### config.mk
export PLATFORM = sky130hd
export DESIGN_NAME = acg_rate_gen
export DESIGN_NICKNAME = d
export VERILOG_FILES = /design/src/common/acg_pkg.sv /design/src/design/acg_rate_gen.sv
export SDC_FILE = /design/constraint.sdc
export NUM_CORES = 1
export LEC_CHECK = 0
export BUFFER_PORTS_ARGS = -buffer_cell sky130_fd_sc_hd__buf_4
export CORE_MARGIN = 3
export CORE_UTILIZATION = 47
export CTS_CLUSTER_DIAMETER = 60
export DETAILED_ROUTE_END_ITERATION = 8
export HOLD_SLACK_MARGIN = 0.05
export PLACE_DENSITY = 0.74
export RECOVER_POWER = 50
export SYNTH_ARGS = -nofsm -noshare
export SYNTH_HDL_FRONTEND = slang
export SYNTH_SLANG_ARGS = --single-unit
### constraint.sdc
create_clock -name clk -period 8.75 [get_ports clk]
set_input_delay 1.75 -clock clk [delete_from_list [all_inputs] [get_ports clk]]
set_output_delay 1.75 -clock clk [all_outputs]
set_load 0.05 [all_outputs]
### src/common/acg_pkg.sv
// constants, register map and field layout of the audio clock rate generator
// Behaviour
// - converters run from an internal master clock at 256 times reference rate.
// - master clock input 512 kHz to 50 MHz feeds divider or PLL.
// - bit clock pin or second general pin may source the master clock.
// - codec powered down: second general pin through PLL out first general pin.
// - PLL off: reference rate is divider source over 128 times Q, Q 2..17.
// - divider source picked by two-bit field in upper bits of register 102.
// - PLL on: reference is source times K times R over 2048 times P.
// - multiplier integer part 1..63 plus four-digit fraction 0000..9999.
// - DAC rate is reference or double reference over 1..6 in half steps.
// - one reference rate; ADC and DAC divisors programmed independently.
// - reference normally 44.1 or 48 kHz, up to 53 kHz.
// - standard converter rates 8 kHz to 96 kHz are reachable.
// - each partition instantiates its own copy, fully asynchronous rates.
// - differing rates: word clock marks DAC frame, ADC sync on first general pin.
package acg_pkg;
  // register indices; byte address is four times the index
  localparam int unsigned IDX_CTRL    = 96;
  localparam int unsigned IDX_PLL_A   = 97;
  localparam int unsigned IDX_PLL_D   = 98;
  localparam int unsigned IDX_DIV     = 99;
  localparam int unsigned IDX_STATUS  = 100;
  localparam int unsigned IDX_CLK_SRC = 102;
  localparam logic [11:0] ADDR_CTRL    = 12'(IDX_CTRL * 4);
  localparam logic [11:0] ADDR_PLL_A   = 12'(IDX_PLL_A * 4);
  localparam logic [11:0] ADDR_PLL_D   = 12'(IDX_PLL_D * 4);
  localparam logic [11:0] ADDR_DIV     = 12'(IDX_DIV * 4);
  localparam logic [11:0] ADDR_STATUS  = 12'(IDX_STATUS * 4);
  localparam logic [11:0] ADDR_CLK_SRC = 12'(IDX_CLK_SRC * 4);
  // clock source field positions and codes
  localparam int unsigned DIVSRC_LSB = 6;
  localparam int unsigned PLLSRC_LSB = 4;
  localparam logic [1:0] SRC_MCLK = 2'h0;
  localparam logic [1:0] SRC_BCLK = 2'h1;
  localparam logic [1:0] SRC_GIO2 = 2'h2;
  // control bits
  localparam int unsigned CTRL_PLL_EN   = 0;
  localparam int unsigned CTRL_PWR_UP   = 1;
  localparam int unsigned CTRL_DAC_DUAL = 2;
  localparam int unsigned CTRL_ADC_DUAL = 3;
  // pll field layout: p [3:0], r [8:4], j [14:9]
  localparam int unsigned PLL_P_LSB = 0;
  localparam int unsigned PLL_R_LSB = 4;
  localparam int unsigned PLL_J_LSB = 9;
  // divider layout: q [4:0], dac_rate_divisor code [11:8], adc_rate_divisor code [15:12]; code = 2 x divisor
  localparam int unsigned DIV_Q_LSB    = 0;
  localparam int unsigned DIV_DAC_RATE_DIVISOR_LSB = 8;
  localparam int unsigned DIV_ADC_RATE_DIVISOR_LSB = 12;
  // reset values
  localparam logic [7:0]  RST_CLK_SRC = 8'h00;
  localparam logic [3:0]  RST_CTRL    = 4'h0;
  localparam logic [3:0]  RST_P       = 4'h1;
  localparam logic [4:0]  RST_R       = 5'h01;
  localparam logic [5:0]  RST_J       = 6'h08;
  localparam logic [13:0] RST_D       = 14'h0780;
  localparam logic [4:0]  RST_Q       = 5'h02;
  localparam logic [3:0]  RST_NCODE   = 4'h2;
  // legal ranges
  localparam logic [4:0]  Q_MIN = 5'h02;
  localparam logic [4:0]  Q_MAX = 5'h11;
  localparam logic [3:0]  N_MIN = 4'h2;
  localparam logic [3:0]  N_MAX = 4'hc;
  localparam logic [3:0]  P_MIN = 4'h1;
  localparam logic [3:0]  P_MAX = 4'h8;
  localparam logic [4:0]  R_MIN = 5'h01;
  localparam logic [4:0]  R_MAX = 5'h10;
  localparam logic [5:0]  J_MIN = 6'h01;
  localparam logic [5:0]  J_MAX = 6'h3f;
  localparam logic [13:0] D_MAX = 14'h270f;
  // ratios: 256 master ticks per frame, fraction in ten-thousandths
  localparam int unsigned MCLK_PER_FS   = 256;
  localparam logic [31:0] FRAC_SCALE    = 32'h0000_2710;
  // pll: ticks per source edge = K*R*256/(2048*P) = K*R/(8*P)
  localparam logic [31:0] PLL_DEN_SCALE = 32'h0001_3880;
  // frame length in ticks per half divisor step, single and double rate
  localparam logic [10:0] HALF_STEP_SGL = 11'h080;
  localparam logic [10:0] HALF_STEP_DBL = 11'h040;
endpackage

### src/design/acg_rate_gen.sv
// audio clock rate generator for one codec partition with apb register access
//
// Decided for this implementation: the APB slave port and the placing of the registers.
`timescale 1ns/10ps
`default_nettype none
module acg_rate_gen
  import acg_pkg::*;
#(
  parameter int unsigned SYNC_W = 3
) (
  // system
  input  wire logic        clk,
  input  wire logic        sys_rst,
  // apb slave
  input  wire logic        psel,
  input  wire logic        penable,
  input  wire logic        pwrite,
  input  wire logic [11:0] paddr,
  input  wire logic [31:0] pwdata,
  output logic             pready,
  output logic [31:0]      prdata,
  output logic             pslverr,
  // clock pins
  input  wire logic        mclk_pin,
  input  wire logic        bclk_pin,
  input  wire logic        general_io_two_pin,
  // first general pin, two-way
  input  wire logic        general_io_one_in,
  output logic             general_io_one_out,
  output logic             general_io_one_oe,
  // converter timing
  output logic             master_tick,
  output logic             fs_ref_tick,
  output logic             dac_sample_tick,
  output logic             adc_sample_tick,
  output logic             dac_frame_sync,
  output logic             adc_frame_sync
);

  // ---------------- registers ----------------
  // self-contained, one copy per partition
  logic [7:0]  clk_src;
  logic [3:0]  ctrl;
  logic [3:0]  pll_p;
  logic [4:0]  pll_r;
  logic [5:0]  pll_j;
  logic [13:0] pll_d;
  logic [4:0]  div_q;
  logic [3:0]  dac_rate_divisor_code;
  logic [3:0]  adc_rate_divisor_code;
  logic        rates_differ;
  logic        wr_en;
  logic        hit;
  logic [31:0] rd_val;

  assign wr_en = psel && penable && pwrite;

  always_comb begin
    hit    = 1'b1;
    rd_val = 32'h0000_0000;
    case (paddr)
      ADDR_CLK_SRC: rd_val[7:0] = clk_src;
      ADDR_CTRL:    rd_val[3:0] = ctrl;
      ADDR_PLL_A: begin
        rd_val[PLL_P_LSB +: 4] = pll_p;
        rd_val[PLL_R_LSB +: 5] = pll_r;
        rd_val[PLL_J_LSB +: 6] = pll_j;
      end
      ADDR_PLL_D:   rd_val[13:0] = pll_d;
      ADDR_DIV: begin
        rd_val[DIV_Q_LSB +: 5]    = div_q;
        rd_val[DIV_DAC_RATE_DIVISOR_LSB +: 4] = dac_rate_divisor_code;
        rd_val[DIV_ADC_RATE_DIVISOR_LSB +: 4] = adc_rate_divisor_code;
      end
      ADDR_STATUS:  rd_val[3:0] = {rates_differ, general_io_one_oe, fs_ref_tick, master_tick};
      default:      hit = 1'b0;
    endcase
  end

  // zero wait states: data and error are captured in the setup cycle
  assign pready = 1'b1;

  always_ff @(posedge clk) begin
    if (sys_rst) begin
      prdata  <= 32'h0000_0000;
      pslverr <= 1'b0;
    end else if (psel && !penable) begin
      prdata  <= pwrite ? 32'h0000_0000 : rd_val;
      pslverr <= !hit;
    end
  end

  always_ff @(posedge clk) begin
    if (sys_rst) begin
      clk_src <= RST_CLK_SRC;
      ctrl    <= RST_CTRL;
    end else if (wr_en && paddr == ADDR_CLK_SRC) begin
      clk_src <= pwdata[7:0];
    end else if (wr_en && paddr == ADDR_CTRL) begin
      ctrl <= pwdata[3:0];
    end
  end

  // out-of-range values are clamped so the counters never see a zero divisor
  // multiplier fields
  always_ff @(posedge clk) begin
    if (sys_rst) begin
      pll_p <= RST_P;
      pll_r <= RST_R;
      pll_j <= RST_J;
      pll_d <= RST_D;
    end else if (wr_en && paddr == ADDR_PLL_A) begin
      pll_p <= (pwdata[PLL_P_LSB +: 4] < P_MIN) ? P_MIN :
               (pwdata[PLL_P_LSB +: 4] > P_MAX) ? P_MAX : pwdata[PLL_P_LSB +: 4];
      pll_r <= (pwdata[PLL_R_LSB +: 5] < R_MIN) ? R_MIN :
               (pwdata[PLL_R_LSB +: 5] > R_MAX) ? R_MAX : pwdata[PLL_R_LSB +: 5];
      pll_j <= (pwdata[PLL_J_LSB +: 6] < J_MIN) ? J_MIN : pwdata[PLL_J_LSB +: 6];
    end else if (wr_en && paddr == ADDR_PLL_D) begin
      pll_d <= (pwdata[13:0] > D_MAX) ? D_MAX : pwdata[13:0];
    end
  end

  always_ff @(posedge clk) begin
    if (sys_rst) begin
      div_q     <= RST_Q;
      dac_rate_divisor_code <= RST_NCODE;
      adc_rate_divisor_code <= RST_NCODE;
    end else if (wr_en && paddr == ADDR_DIV) begin
      div_q <= (pwdata[DIV_Q_LSB +: 5] < Q_MIN) ? Q_MIN :
               (pwdata[DIV_Q_LSB +: 5] > Q_MAX) ? Q_MAX : pwdata[DIV_Q_LSB +: 5];
      dac_rate_divisor_code <= (pwdata[DIV_DAC_RATE_DIVISOR_LSB +: 4] < N_MIN) ? N_MIN :
                   (pwdata[DIV_DAC_RATE_DIVISOR_LSB +: 4] > N_MAX) ? N_MAX : pwdata[DIV_DAC_RATE_DIVISOR_LSB +: 4];
      adc_rate_divisor_code <= (pwdata[DIV_ADC_RATE_DIVISOR_LSB +: 4] < N_MIN) ? N_MIN :
                   (pwdata[DIV_ADC_RATE_DIVISOR_LSB +: 4] > N_MAX) ? N_MAX : pwdata[DIV_ADC_RATE_DIVISOR_LSB +: 4];
    end
  end

  logic pll_en;
  logic pwr_up;
  assign pll_en = ctrl[CTRL_PLL_EN];
  assign pwr_up = ctrl[CTRL_PWR_UP];

  // ---------------- pin synchronisers ----------------
  // a change is accepted only when the second and third stages agree
  logic [2:0] pin_raw;
  logic [2:0] pin_lvl;
  logic [2:0] pin_rise;
  logic [2:0] pin_edge;
  assign pin_raw = {general_io_two_pin, bclk_pin, mclk_pin};

  generate
    for (genvar gi = 0; gi < 3; gi++) begin : g_sync
      logic [SYNC_W-1:0] sh;
      logic              prev;
      always_ff @(posedge clk) begin
        if (sys_rst) begin
          sh         <= '0;
          pin_lvl[gi] <= 1'b0;
          prev       <= 1'b0;
        end else begin
          sh   <= {sh[SYNC_W-2:0], pin_raw[gi]};
          prev <= pin_lvl[gi];
          if (sh[SYNC_W-2] == sh[SYNC_W-1]) begin
            pin_lvl[gi] <= sh[SYNC_W-1];
          end
        end
      end
      assign pin_edge[gi] = pin_lvl[gi] ^ prev;
      assign pin_rise[gi] = pin_lvl[gi] & ~prev;
    end
  endgenerate

  // ---------------- integer divider path ----------------
  // both source edges are counted: q edges give q/2 source cycles per tick,
  // so 256 ticks span 128*q source cycles
  logic [1:0] div_sel;
  logic       div_src_edge;
  logic [4:0] div_cnt;
  logic       div_tick;
  assign div_sel = clk_src[DIVSRC_LSB +: 2];

  always_comb begin
    case (div_sel)
      SRC_BCLK: div_src_edge = pin_edge[1];
      SRC_GIO2: div_src_edge = pin_edge[2];
      default:  div_src_edge = pin_edge[0];
    endcase
  end

  always_ff @(posedge clk) begin
    if (sys_rst || pll_en) begin
      div_cnt  <= 5'h00;
      div_tick <= 1'b0;
    end else begin
      div_tick <= 1'b0;
      if (div_src_edge) begin
        if (div_cnt >= div_q - 5'h01) begin
          div_cnt  <= 5'h00;
          div_tick <= 1'b1;
        end else begin
          div_cnt <= div_cnt + 5'h01;
        end
      end
    end
  end

  // ---------------- fractional pll path ----------------
  // rate accumulator: each source rising edge adds (j*10000+d)*r, each tick
  // removes 80000*p; output rate is capped at one tick per system clock
  logic        pll_src_rise;
  logic [31:0] pll_inc;
  logic [31:0] pll_thr;
  logic [31:0] pll_acc;
  logic [31:0] next_pll_acc;
  logic        pll_tick;
  logic        pll_fire;

  // powered down takes the second general pin
  always_comb begin
    if (!pwr_up) begin
      pll_src_rise = pin_rise[2];
    end else if (clk_src[PLLSRC_LSB +: 2] == SRC_BCLK) begin
      pll_src_rise = pin_rise[1];
    end else begin
      pll_src_rise = pin_rise[0];
    end
  end

  assign pll_inc  = 32'((32'(pll_j) * FRAC_SCALE + 32'(pll_d)) * 32'(pll_r));
  assign pll_thr  = 32'(PLL_DEN_SCALE * 32'(pll_p));
  assign pll_fire = pll_acc >= pll_thr;

  always_comb begin
    next_pll_acc = pll_acc;
    if (pll_fire) begin
      next_pll_acc = next_pll_acc - pll_thr;
    end
    if (pll_src_rise) begin
      next_pll_acc = next_pll_acc + pll_inc;
    end
  end

  always_ff @(posedge clk) begin
    if (sys_rst || !pll_en) begin
      pll_acc  <= 32'h0000_0000;
      pll_tick <= 1'b0;
    end else begin
      pll_acc  <= next_pll_acc;
      pll_tick <= pll_fire;
    end
  end

  // ---------------- master tick and reference frame ----------------
  logic       conv_tick;
  logic [7:0] frame_cnt;
  // master tick from divider or pll
  assign conv_tick = pwr_up && (pll_en ? pll_tick : div_tick);

  // reference rate follows the programmed ratios
  always_ff @(posedge clk) begin
    if (sys_rst || !pwr_up) begin
      frame_cnt   <= 8'h00;
      master_tick <= 1'b0;
      fs_ref_tick <= 1'b0;
    end else begin
      master_tick <= conv_tick;
      fs_ref_tick <= conv_tick && frame_cnt == 8'(MCLK_PER_FS - 1);
      if (conv_tick) begin
        frame_cnt <= frame_cnt + 8'h01;
      end
    end
  end

  // ---------------- converter rates ----------------
  // frame length in ticks = code * (128 or 64): code/2 divisor, double rate halves it
  logic [10:0] dac_len;
  logic [10:0] adc_len;
  logic [10:0] dac_cnt;
  logic [10:0] adc_cnt;
  assign dac_len = 11'(dac_rate_divisor_code * (ctrl[CTRL_DAC_DUAL] ? HALF_STEP_DBL : HALF_STEP_SGL));
  assign adc_len = 11'(adc_rate_divisor_code * (ctrl[CTRL_ADC_DUAL] ? HALF_STEP_DBL : HALF_STEP_SGL));
  assign rates_differ = dac_len != adc_len;

  // rates 8 to 96 kHz from these divisors
  always_ff @(posedge clk) begin
    if (sys_rst || !pwr_up) begin
      dac_cnt         <= 11'h000;
      dac_sample_tick <= 1'b0;
    end else begin
      dac_sample_tick <= 1'b0;
      if (conv_tick) begin
        if (dac_cnt >= dac_len - 11'h001) begin
          dac_cnt         <= 11'h000;
          dac_sample_tick <= 1'b1;
        end else begin
          dac_cnt <= dac_cnt + 11'h001;
        end
      end
    end
  end

  always_ff @(posedge clk) begin
    if (sys_rst || !pwr_up) begin
      adc_cnt         <= 11'h000;
      adc_sample_tick <= 1'b0;
    end else begin
      adc_sample_tick <= 1'b0;
      if (conv_tick) begin
        if (adc_cnt >= adc_len - 11'h001) begin
          adc_cnt         <= 11'h000;
          adc_sample_tick <= 1'b1;
        end else begin
          adc_cnt <= adc_cnt + 11'h001;
        end
      end
    end
  end

  // ---------------- word clocks and first general pin ----------------
  // square word clocks, high for the first half of each frame
  logic pll_out_clk;

  // dac frame sync on word clock, adc sync separate only when rates differ
  always_ff @(posedge clk) begin
    if (sys_rst) begin
      dac_frame_sync <= 1'b0;
      adc_frame_sync <= 1'b0;
    end else begin
      dac_frame_sync <= pwr_up && dac_cnt < (dac_len >> 1);
      adc_frame_sync <= pwr_up && (rates_differ ? adc_cnt < (adc_len >> 1)
                                                : dac_cnt < (dac_len >> 1));
    end
  end

  // the pll output is shown as a square wave at half the tick rate
  always_ff @(posedge clk) begin
    if (sys_rst || !pll_en || pwr_up) begin
      pll_out_clk <= 1'b0;
    end else if (pll_fire) begin
      pll_out_clk <= ~pll_out_clk;
    end
  end

  // pll clock out when powered down
  // adc sync driven when rates differ
  always_ff @(posedge clk) begin
    if (sys_rst) begin
      general_io_one_out <= 1'b0;
      general_io_one_oe  <= 1'b0;
    end else if (!pwr_up) begin
      general_io_one_out <= pll_out_clk;
      general_io_one_oe  <= pll_en;
    end else begin
      general_io_one_out <= adc_frame_sync;
      general_io_one_oe  <= rates_differ;
    end
  end

  // input side of the shared pin is not used for timing in master operation
  logic unused_in;
  assign unused_in = general_io_one_in;

endmodule
`default_nettype wire

==> Flow_metrics.wiki, run 1 <==
{| class="wikitable"
! Metric !! Value
|-
| Number of vias in the routed layout || 12,200
|-
| Most repeated cell in the gate-level netlist after synthesis || nand2_1
|-
| Power density over cell area || 101 nW/µm²
|-
| Dpl hpwl || 26,900 µm
|-
| Maximum vdd ir drop || 124 µV
|-
| Die outline area || 32,600 µm²
|-
| Leading cell types by count after synthesis || nand2_1, dfxtp_1, nor2_1
|-
| Number of enable flip-flop cells after synthesis || 0
|-
| Total overflow reported by the global router || 0
|-
| Total global-route track usage || 21.0%
|-
| Count of unresolved DRC violations after routing || 0
|-
| Ant. Diodes || 0
|-
| Die Height || 181 µm
|-
| CTS Root Buffer Type || clkbuf_16
|-
| Ranking of synthesized cells by area || dfxtp_1, fa_1, ha_1
|-
| Antenna violations before repair || 0
|-
| Signal arrival time at the worst endpoint || 8.69 ns
|-
| Area added between synthesis and finish || 10.2%
|-
| CTS tree || done
|-
| Std cell rows || 63
|-
| Wire length of the first global-routing pass || 57,800 µm
|-
| CTS sink count || 164
|-
| Max_slew headroom || -170%
|-
| Clock latency of the later-clocked register in the worst-skew pair || 0.44 ns
|-
| Maximum operating frequency || 120 MHz
|-
| Worst-case hold slack || 0.454 ns
|-
| Share of the core filled with cells in the final layout || 52.9%
|-
| Type of the worst setup path || reg -> reg
|-
| Sum of negative setup slack || 0 ns
|-
| Result of the run || finished, violations left
|-
| Instance count of the mapped netlist || 1,704
|-
| Number of setup violations in the final report || 0
|-
| Fin nets || 2,050
|-
| YS warnings || 0
|-
| Critical path startpoint category || register
|-
| Share of synthesized area occupied by flip-flops and latches || 22.9%
|-
| CP max FO || 7
|-
| Max cap viols || 1
|-
| Floorplan core area || 29,800 µm²
|-
| CP required || 9.08 ns
|-
| Largest clock skew in the final design || 0.0230 ns
|-
| Mean routed wirelength per cell || 15.9 µm
|-
| Top cell type's share of synthesized area || 22.9%
|-
| Final ANT Viol Nets || 0
|-
| Synth async-reset ratio || 0%
|-
| Initial cell density of the core || 48.1%
|-
| Delay of the slowest cell on the worst path || 0.54 ns
|-
| Clock slew at reported path FFs || 0.08 ns
|-
| Synthesized area per cell || 8.40 µm²
|-
| Clock tree buffer depth || 2
|-
| Netlist cell types || 78
|-
| Classification of the worst-slack hold path || reg -> reg
|-
| Cell repeated most along the worst path || inv_1
|-
| Proportion of layout cells with a drive suffix above 1 || 7.81%
|-
| Leakage component of the power || 6.75 nW
|-
| Total non-filler cell area in the finished layout || 15,800 µm²
|-
| Vias per Instance || 5.61
|-
| Total standard cell area after synthesis || 14,300 µm²
|-
| Routability-driven placement congestion ratio || 0.894
|-
| Number of global-route vias before repair || 11,900
|-
| Cell taking the most area after synthesis || dfxtp_1
|-
| Total iterations of the first detailed-routing run || 7
|-
| Violations in the final reports || max-capacitance violations, max-slew violations
|-
| Cell type of the slowest stage on the worst timing path || or4_4
|-
| Inserted Clock Buffers || 17
|-
| Final period demand of the worst path || 8.36 ns
|-
| Number of synthesized register bits || 164
|-
| Wirelength, routed || 34,500 µm
|-
| Port Buf Inserts || 60
|-
| Maximum number of pins on one net before global-route repair || 98
|-
| Primary FF master, synth || dfxtp_1
|-
| Actual slew at the worst max-slew pin || 4.05 ns
|-
| I/O pin count || 95
|-
| Worst Setup End Kind || register
|-
| Crit share post-route || 95.5%
|-
| Post-place instance area || 15,200 µm²
|-
| Number of pins with negative max-slew slack in the final report || 98
|-
| Die W || 181 µm
|-
| Iteration-0 DRC Markers || 813
|-
| Depth of the CTS H-tree || 4
|-
| Number of failing hold endpoints at the final stage || 0
|}
==> flip-flops by register name, indices dropped and copies added, names as in the netlist, 5 cells and up <==
name,count
pll_acc,32
frame_cnt,8
div_q,5
pll_d,14
adc_cnt,11
g_sync.sh,9
clk_src,8
div_cnt,5
pll_r,5
pll_j,6
prdata,16
dac_cnt,11
==> worst paths after layout <==
check                  startpoint  slack, ns               to  cells after the start
setup reg to reg         pll_p[1]       0.39      pll_acc[30]                     35
hold / removal    g_sync[2].sh[0]       0.45  g_sync[2].sh[1]                      1
hold reg to reg   g_sync[2].sh[0]       0.45  g_sync[2].sh[1]                      1
setup / recovery         pll_p[1]       0.39      pll_acc[30]                     35
==> through the flow <==
stage	power, mW	instances	setup WS (ns)
2_1_floorplan	0.828	1727	0.800
3_3_place_gp	0.847	2130	0.537
3_5_place_dp	0.849	2130	0.305
4_1_cts	1.59	2162	0.292
5_1_grt	1.63	2169	-0.0423
6_report	1.59	2169	0.394
==> layout by cell type, fill, tap and decap left out, types with 14 or more instances in the layout <==
master / netlist / final
nand2_1: 186 / 186
dfxtp_1: 164 / 164
nor2_1: 147 / 147
inv_1: 139 / 139
ha_1: 138 / 138
a21oi_1: 104 / 102
fa_1: 93 / 93
buf_4: 18 / 69
o21ai_0: 56 / 57
xnor2_1: 52 / 52
xor2_1: 46 / 46
mux2i_1: 43 / 43
nor3_1: 45 / 43
a21o_1: 31 / 31
and2_1: 31 / 31
a211oi_1: 30 / 30
nand3_1: 30 / 30
clkbuf_1: 53 / 28
nor2b_1: 27 / 27
conb_1: 2 / 25
a22oi_1: 19 / 19
o21a_1: 17 / 17
nand4_1: 17 / 17
nand2b_1: 17 / 17
clkbuf_16: 0 / 17
and3_1: 14 / 14
==> cell families (layout without fill, tap and decap cells) <==
kind of cell	Yosys count	after routing	share of synthesized area, %
mux	49	49	3.48
xor+xnor	98	98	5.99
compound gates	364	364	16.8
other cells	2	25	0.0525
simple gates	579	581	19.4
fa+ha+maj	231	231	25.1
flops	164	164	22.9
buf+inv	217	267	6.23
==> power breakdown <==
part	internal [mW]	leakage, nW	switching [mW]
Clock	0.384	0.287	0.369
Combinational	0.0271	5.14	0.0569
Sequential	0.748	1.32	0.000833
==> final cells by class <==
type                    count  area (µm²)
fillers                  2760       14000
multi-input cells        1348       10300
flip-flops and latches    164        3280
repair buffers             96         619
inverters                 139         522
well taps                 390         488
clock buffers              18         429
clock inverters            14         153
==> critical path, delay by kind of cell, from the launching register on <==
kind            cells  cell delay [ns]
mux                 2             0.31
fa+ha+maj           8             3.53
buf+inv             8             0.71
xor+xnor            1             0.18
compound gates      7             1.28
flops               1             0.34
simple gates        9             1.87
==> what timing repair did <==
item                                    4_1_cts  5_1_grt
endpoints found under the setup margin        0        5
setup buffers                                 0        5
resized for setup                             0        7
hold buffers                                  0        0
==> per-layer routing <==
metal | wire length [µm] | share of wire, % | vias up | GRT usage (%)
met5 | 0 | 0 | - | 0
met4 | 1120 | 3.2 | 0 | 8.32
met3 | 1420 | 4.1 | 67 | 2.87
met2 | 16200 | 47 | 283 | 35.1
met1 | 15800 | 46 | 5853 | 27.7
li1 | - | - | 5970 | -
Power figures use the tool's default switching activity.
==> run 2: changes to the inputs <==
--- a/config.mk
+++ b/config.mk
@@ -8,7 +8,8 @@
 export BUFFER_PORTS_ARGS = -buffer_cell sky130_fd_sc_hd__buf_4
 export CORE_MARGIN = 3
 export CORE_UTILIZATION = 47
-export CTS_CLUSTER_DIAMETER = 60
+export CTS_BUF_LIST = sky130_fd_sc_hd__clkbuf_4 sky130_fd_sc_hd__clkbuf_8 sky130_fd_sc_hd__clkbuf_16
+export CTS_CLUSTER_DIAMETER = 120
 export DETAILED_ROUTE_END_ITERATION = 8
 export HOLD_SLACK_MARGIN = 0.05
 export PLACE_DENSITY = 0.74
==> Flow_metrics.wiki, run 2 (synthesized netlist as in run 1, its figures left out) <==
{| class="wikitable"
! Metric !! Value
|-
| Result of the run || finished, violations left (unchanged)
|-
| Violations in the final reports || max-capacitance violations, max-slew violations (unchanged)
|-
| Most common cell after layout, fill and taps aside || nand2_1 (unchanged)
|-
| Total iterations of the first detailed-routing run || 5 (was 7)
|-
| I/O pin count || 95 (unchanged)
|-
| Max cap viols || 1 (unchanged)
|-
| Number of pins with negative max-slew slack in the final report || 98 (unchanged)
|-
| Clock tree buffer depth || 2 (unchanged)
|-
| Maximum operating frequency || 120 MHz (about the same)
|-
| Maximum vdd ir drop || 125 µV (was 124 µV)
|-
| Number of vias in the routed layout || 12,200 (about the same)
|-
| Floorplan core area || 29,800 µm² (unchanged)
|-
| Maximum number of pins on one net before global-route repair || 98 (unchanged)
|-
| Delay of the slowest cell on the worst path || 0.54 ns (about the same)
|-
| Proportion of layout cells with a drive suffix above 1 || 7.87% (was 7.81%)
|-
| Type of the worst setup path || reg -> reg (unchanged)
|-
| Flip-flop count of the largest register after layout || 32 (unchanged)
|-
| Vias per Instance || 5.61 (about the same)
|-
| CP required || 9.08 ns (about the same)
|-
| Port Buf Inserts || 60 (unchanged)
|-
| Number of setup violations in the final report || 0 (unchanged)
|-
| Cell repeated most along the worst path || inv_1 (unchanged)
|-
| Share of the core filled with cells in the final layout || 53.0% (was 52.9%)
|-
| Clock latency of the later-clocked register in the worst-skew pair || 0.45 ns (was 0.44 ns)
|-
| Depth of the CTS H-tree || 4 (unchanged)
|-
| Worst Setup End Kind || register (unchanged)
|-
| Dpl hpwl || 26,900 µm (unchanged)
|-
| Worst-case hold slack || 0.454 ns (about the same)
|-
| Post-place instance area || 15,200 µm² (unchanged)
|-
| Die Height || 181 µm (unchanged)
|-
| Area added between synthesis and finish || 10.2% (about the same)
|-
| CTS sink count || 164 (unchanged)
|-
| Leakage component of the power || 6.75 nW (about the same)
|-
| Die outline area || 32,600 µm² (unchanged)
|-
| Antenna violations before repair || 0 (unchanged)
|-
| Most flop-heavy register || pll_acc (unchanged)
|-
| Max_slew headroom || -171% (was -170%)
|-
| Cell type of the slowest stage on the worst timing path || or4_4 (unchanged)
|-
| Signal arrival time at the worst endpoint || 8.67 ns (was 8.69 ns)
|-
| Ant. Diodes || 0 (unchanged)
|-
| Largest clock skew in the final design || 0.0271 ns (was 0.0230 ns)
|-
| Fin nets || 2,050 (unchanged)
|-
| Actual slew at the worst max-slew pin || 4.06 ns (was 4.05 ns)
|-
| Filler cell count || 2,757 (was 2,760)
|-
| Power density over cell area || 101 nW/µm² (about the same)
|-
| Wirelength, routed || 34,500 µm (about the same)
|-
| Die W || 181 µm (unchanged)
|-
| Sequential standard cell area || 3280 µm² (unchanged)
|-
| Initial cell density of the core || 48.1% (unchanged)
|-
| Std cell rows || 63 (unchanged)
|-
| Final critical-path setup slack || 0.407 ns (was 0.394 ns)
|-
| CTS Root Buffer Type || clkbuf_16 (unchanged)
|-
| Mean routed wirelength per cell || 15.9 µm (about the same)
|-
| Classification of the worst-slack hold path || reg -> reg (unchanged)
|-
| Number of global-route vias before repair || 11,900 (unchanged)
|-
| Clock slew at reported path FFs || 0.08 ns (about the same)
|-
| Inserted Clock Buffers || 17 (unchanged)
|-
| Multi-input gate area || 10,300 µm² (unchanged)
|-
| Regs by FF count || pll_acc: 32 flops, prdata: 16 flops, pll_d: 14 flops (unchanged)
|-
| Final period demand of the worst path || 8.34 ns (was 8.36 ns)
|-
| Total global-route track usage || 21.1% (was 21.0%)
|-
| Crit share post-route || 95.4% (was 95.5%)
|-
| Iteration-0 DRC Markers || 838 (was 813)
|-
| Worst slack at placement || 0.305 ns (unchanged)
|-
| Routability-driven placement congestion ratio || 0.894 (unchanged)
|-
| Wire length of the first global-routing pass || 57,900 µm (was 57,800 µm)
|-
| Total overflow reported by the global router || 0 (unchanged)
|-
| Number of failing hold endpoints at the final stage || 0 (unchanged)
|-
| Final ANT Viol Nets || 0 (unchanged)
|-
| Most frequent cells in the layout || nand2_1, dfxtp_1, nor2_1 (unchanged)
|-
| CP max FO || 7 (unchanged)
|-
| Total non-filler cell area in the finished layout || 15,800 µm² (about the same)
|-
| Overall power after layout || 1.59 mW (about the same)
|-
| Count of unresolved DRC violations after routing || 0 (unchanged)
|-
| Critical path startpoint category || register (unchanged)
|-
| CTS tree || done (unchanged)
|}
[run 2: cell counts in the layout (fill, tap and decap cells not counted)]
No cell type changed its count.
[run 2: stage by stage]
step / TNS (ns) / instances
detailed placement: 0 / 2130
floorplan: 0 / 1727
CTS: 0 / 2162
finish: 0 / 2169
global route: -0.0739 / 2169
global placement: 0 / 2130
[run 2: timing repair]
item,4_1_cts,5_1_grt
endpoints found under the setup margin,0,5
buffers inserted,0,5
hold buffers,0,0
endpoints found under the hold margin,0,0
gates resized for setup,0,7
[run 2: path summary, 6_finish.rpt]
path | startpoint | endpoint | slack [ns] | cells past startpoint
min | g_sync[2].sh[0] | g_sync[2].sh[1] | 0.45 | 1
max | pll_p[1] | pll_acc[30] | 0.41 | 35
min reg2reg | g_sync[2].sh[0] | g_sync[2].sh[1] | 0.45 | 1
max reg2reg | pll_p[1] | pll_acc[30] | 0.41 | 35
[run 2: cell type report]
| type | instances | share of cell area, % |
|---|---|---|
| Timing Repair Buffer | 96 | 3.92 |
| Sequential cell | 164 | 20.8 |
| Clock buffer | 18 | 2.74 |
| Clock inverter | 14 | 0.967 |
| Inverter | 139 | 3.31 |
| Tap cell | 390 | 3.09 |
| Multi-Input combinational cell | 1348 | 65.2 |
[run 2: critical path, delay by kind of cell (launching register included)]
family          cells  cell delay [ns]
buf+inv             8             0.71
fa+ha+maj           8             3.55
xor+xnor            1             0.18
flops               1             0.34
simple gates        9             1.87
compound gates      7             1.28
mux                 2             0.31
[run 2: metal layers]
layer  part of all wire (%)  GRT usage [%]
met5                      0              0
met4                    3.2           8.32
met3                    4.1           2.87
met2                     47           35.2
met1                     46           27.7
[run 2: power breakdown]
group / total (mW) / internal, mW / switching [mW] / leakage (nW)
sequential: 0.749 / 0.748 / 0.000832 / 1.32
clock: 0.756 / 0.387 / 0.369 / 0.290
combinational: 0.0841 / 0.0271 / 0.0570 / 5.14
==> run 3: changes to the inputs <==
--- a/config.mk
+++ b/config.mk
@@ -6,9 +6,8 @@
 export NUM_CORES = 1
 export LEC_CHECK = 0
 export BUFFER_PORTS_ARGS = -buffer_cell sky130_fd_sc_hd__buf_4
-export CORE_MARGIN = 3
+export CORE_MARGIN = 1
 export CORE_UTILIZATION = 47
-export CTS_BUF_LIST = sky130_fd_sc_hd__clkbuf_4 sky130_fd_sc_hd__clkbuf_8 sky130_fd_sc_hd__clkbuf_16
 export CTS_CLUSTER_DIAMETER = 120
 export DETAILED_ROUTE_END_ITERATION = 8
 export HOLD_SLACK_MARGIN = 0.05
==> Flow_metrics.wiki, run 3 (synthesized netlist as in run 1, its figures left out) <==
{| class="wikitable"
! Metric !! Value
|-
| Die Height || 177 µm (was 181 µm)
|-
| Area added between synthesis and finish || 10.1% (was 10.2%)
|-
| Total global-route track usage || 22.9% (was 21.1%)
|-
| Initial cell density of the core || 48.1% (unchanged)
|-
| Clock slew at reported path FFs || 0.08 ns (about the same)
|-
| CTS sink count || 164 (unchanged)
|-
| Number of global-route vias before repair || 11,900 (about the same)
|-
| Maximum vdd ir drop || 154 µV (was 125 µV)
|-
| Depth of the CTS H-tree || 4 (unchanged)
|-
| Power density over cell area || 101 nW/µm² (about the same)
|-
| Setup repair after global routing missed its margin || false
|-
| Wirelength, routed || 34,800 µm (was 34,500 µm)
|-
| Largest clock skew in the final design || 0.0237 ns (was 0.0271 ns)
|-
| Result of the run || finished, violations left (unchanged)
|-
| Most flop-heavy register || pll_acc (unchanged)
|-
| CP required || 9.12 ns (was 9.08 ns)
|-
| Final ANT Viol Nets || 0 (unchanged)
|-
| Proportion of layout cells with a drive suffix above 1 || 7.66% (was 7.87%)
|-
| Antenna violations before repair || 0 (unchanged)
|-
| Sum of negative setup slack || 0 ns (unchanged)
|-
| Fin nets || 2,047 (was 2,050)
|-
| Inserted Clock Buffers || 17 (unchanged)
|-
| Leakage component of the power || 6.74 nW (was 6.75 nW)
|-
| Total overflow reported by the global router || 0 (unchanged)
|-
| Flip-flop count of the largest register after layout || 32 (unchanged)
|-
| Clock tree buffer depth || 2 (unchanged)
|-
| Type of the worst setup path || reg -> reg (unchanged)
|-
| Most frequent cells in the layout || nand2_1, dfxtp_1, nor2_1 (unchanged)
|-
| Clock latency of the later-clocked register in the worst-skew pair || 0.45 ns (about the same)
|-
| CTS tree || done (unchanged)
|-
| Floorplan core area || 29,800 µm² (unchanged)
|-
| Std cell rows || 63 (unchanged)
|-
| Cell type of the slowest stage on the worst timing path || fa_1 (was or4_4)
|-
| Multi-input gate area || 10,300 µm² (about the same)
|-
| Number of setup violations in the final report || 0 (unchanged)
|-
| Most common cell after layout, fill and taps aside || nand2_1 (unchanged)
|-
| Crit share post-route || 94.7% (was 95.4%)
|-
| Final period demand of the worst path || 8.29 ns (was 8.34 ns)
|-
| Total iterations of the first detailed-routing run || 5 (unchanged)
|-
| Classification of the worst-slack hold path || reg -> reg (unchanged)
|-
| CTS Root Buffer Type || clkbuf_16 (unchanged)
|-
| CP max FO || 11 (was 7)
|-
| Worst Setup End Kind || register (unchanged)
|-
| Ant. Diodes || 0 (unchanged)
|-
| I/O pin count || 95 (unchanged)
|-
| Count of unresolved DRC violations after routing || 0 (unchanged)
|-
| Delay of the slowest cell on the worst path || 0.56 ns (was 0.54 ns)
|-
| Max cap viols || 1 (unchanged)
|-
| Mean routed wirelength per cell || 16.1 µm (was 15.9 µm)
|-
| Die outline area || 31,200 µm² (was 32,600 µm²)
|-
| Vias per Instance || 5.61 (about the same)
|-
| Actual slew at the worst max-slew pin || 4.10 ns (was 4.06 ns)
|-
| Critical path startpoint category || register (unchanged)
|-
| Max_slew headroom || -173% (was -171%)
|-
| Share of the core filled with cells in the final layout || 52.9% (was 53.0%)
|-
| Sequential standard cell area || 3280 µm² (about the same)
|-
| Number of vias in the routed layout || 12,200 (about the same)
|-
| Number of pins with negative max-slew slack in the final report || 95 (was 98)
|-
| Routability-driven placement congestion ratio || 0.919 (was 0.894)
|-
| Maximum number of pins on one net before global-route repair || 95 (was 98)
|-
| Violations in the final reports || max-capacitance violations, max-slew violations (unchanged)
|-
| Number of failing hold endpoints at the final stage || 0 (unchanged)
|-
| Post-CTS Hold Fix Bufs || 0 (unchanged)
|-
| Filler cell count || 2,801 (was 2,757)
|-
| Wire length of the first global-routing pass || 57,700 µm (was 57,900 µm)
|-
| Maximum operating frequency || 121 MHz (was 120 MHz)
|-
| Port Buf Inserts || 60 (unchanged)
|-
| Regs by FF count || pll_acc: 32 flops, prdata: 16 flops, pll_d: 14 flops (unchanged)
|-
| Dpl hpwl || 26,700 µm (was 26,900 µm)
|-
| Iteration-0 DRC Markers || 787 (was 838)
|-
| Die W || 177 µm (was 181 µm)
|-
| Signal arrival time at the worst endpoint || 8.66 ns (was 8.67 ns)
|}
run 3: cell type report:
class | instances | share of cell area, %
Clock buffer | 18 | 2.79
Sequential cell | 164 | 20.8
Inverter | 139 | 3.31
Tap cell | 390 | 3.09
Multi-Input combinational cell | 1347 | 65.1
Clock inverter | 14 | 1.03
Timing Repair Buffer | 94 | 3.83
run 3: final timing paths:
kind	from	end	slack (ns)	cells past startpoint
hold / removal	g_sync[1].sh[0]	g_sync[1].sh[1]	0.45	1
hold reg to reg	g_sync[1].sh[0]	g_sync[1].sh[1]	0.45	1
setup / recovery	pll_p[2]	pll_acc[30]	0.46	33
setup reg to reg	pll_p[2]	pll_acc[30]	0.46	33
run 3: layer usage:
layer | part of all wire, % | routed length, µm | GRT usage [%]
met4 | 2.9 | 1010 | 8.73
met1 | 46 | 15900 | 29.3
met2 | 47 | 16500 | 39.3
met5 | 0 | 0 | 0
met3 | 4.1 | 1410 | 2.56
run 3: worst max-delay path, delay by kind of cell (launching register included):
family | cells | cell delay [ns]
AO/OA/AOI/OAI | 9 | 1.85
flip-flops | 1 | 0.33
multiplexers | 1 | 0.17
AND/OR/NAND/NOR | 10 | 1.99
buffers and inverters | 5 | 0.55
adder cells (fa/ha/maj) | 8 | 3.31
run 3: where the power goes:
part | internal [mW] | switching (mW)
combinational | 0.0272 | 0.0569
sequential | 0.748 | 0.000899
clock | 0.391 | 0.372
total | 1.17 | 0.429
run 3: timing repair:
action	in CTS	in global routing
buffers inserted	0	5
endpoints found under the setup margin	0	6
gates resized for setup	0	6
run 3: metrics by stage:
| step | std cells | hold WS [ns] | setup slack, ns | area (µm²) | power (mW) |
|---|---|---|---|---|---|
| finish | 2166 | 0.448 | 0.464 | 15800 | 1.60 |
| floorplan | 1727 | 0.414 | 0.800 | 14400 | 0.828 |
| CTS | 2160 | 0.454 | 0.260 | 15800 | 1.60 |
| global placement | 2128 | 0.419 | 0.433 | 15200 | 0.848 |
| global route | 2166 | 0.461 | 0.00986 | 15800 | 1.65 |
| detailed placement | 2128 | 0.439 | 0.281 | 15200 | 0.849 |
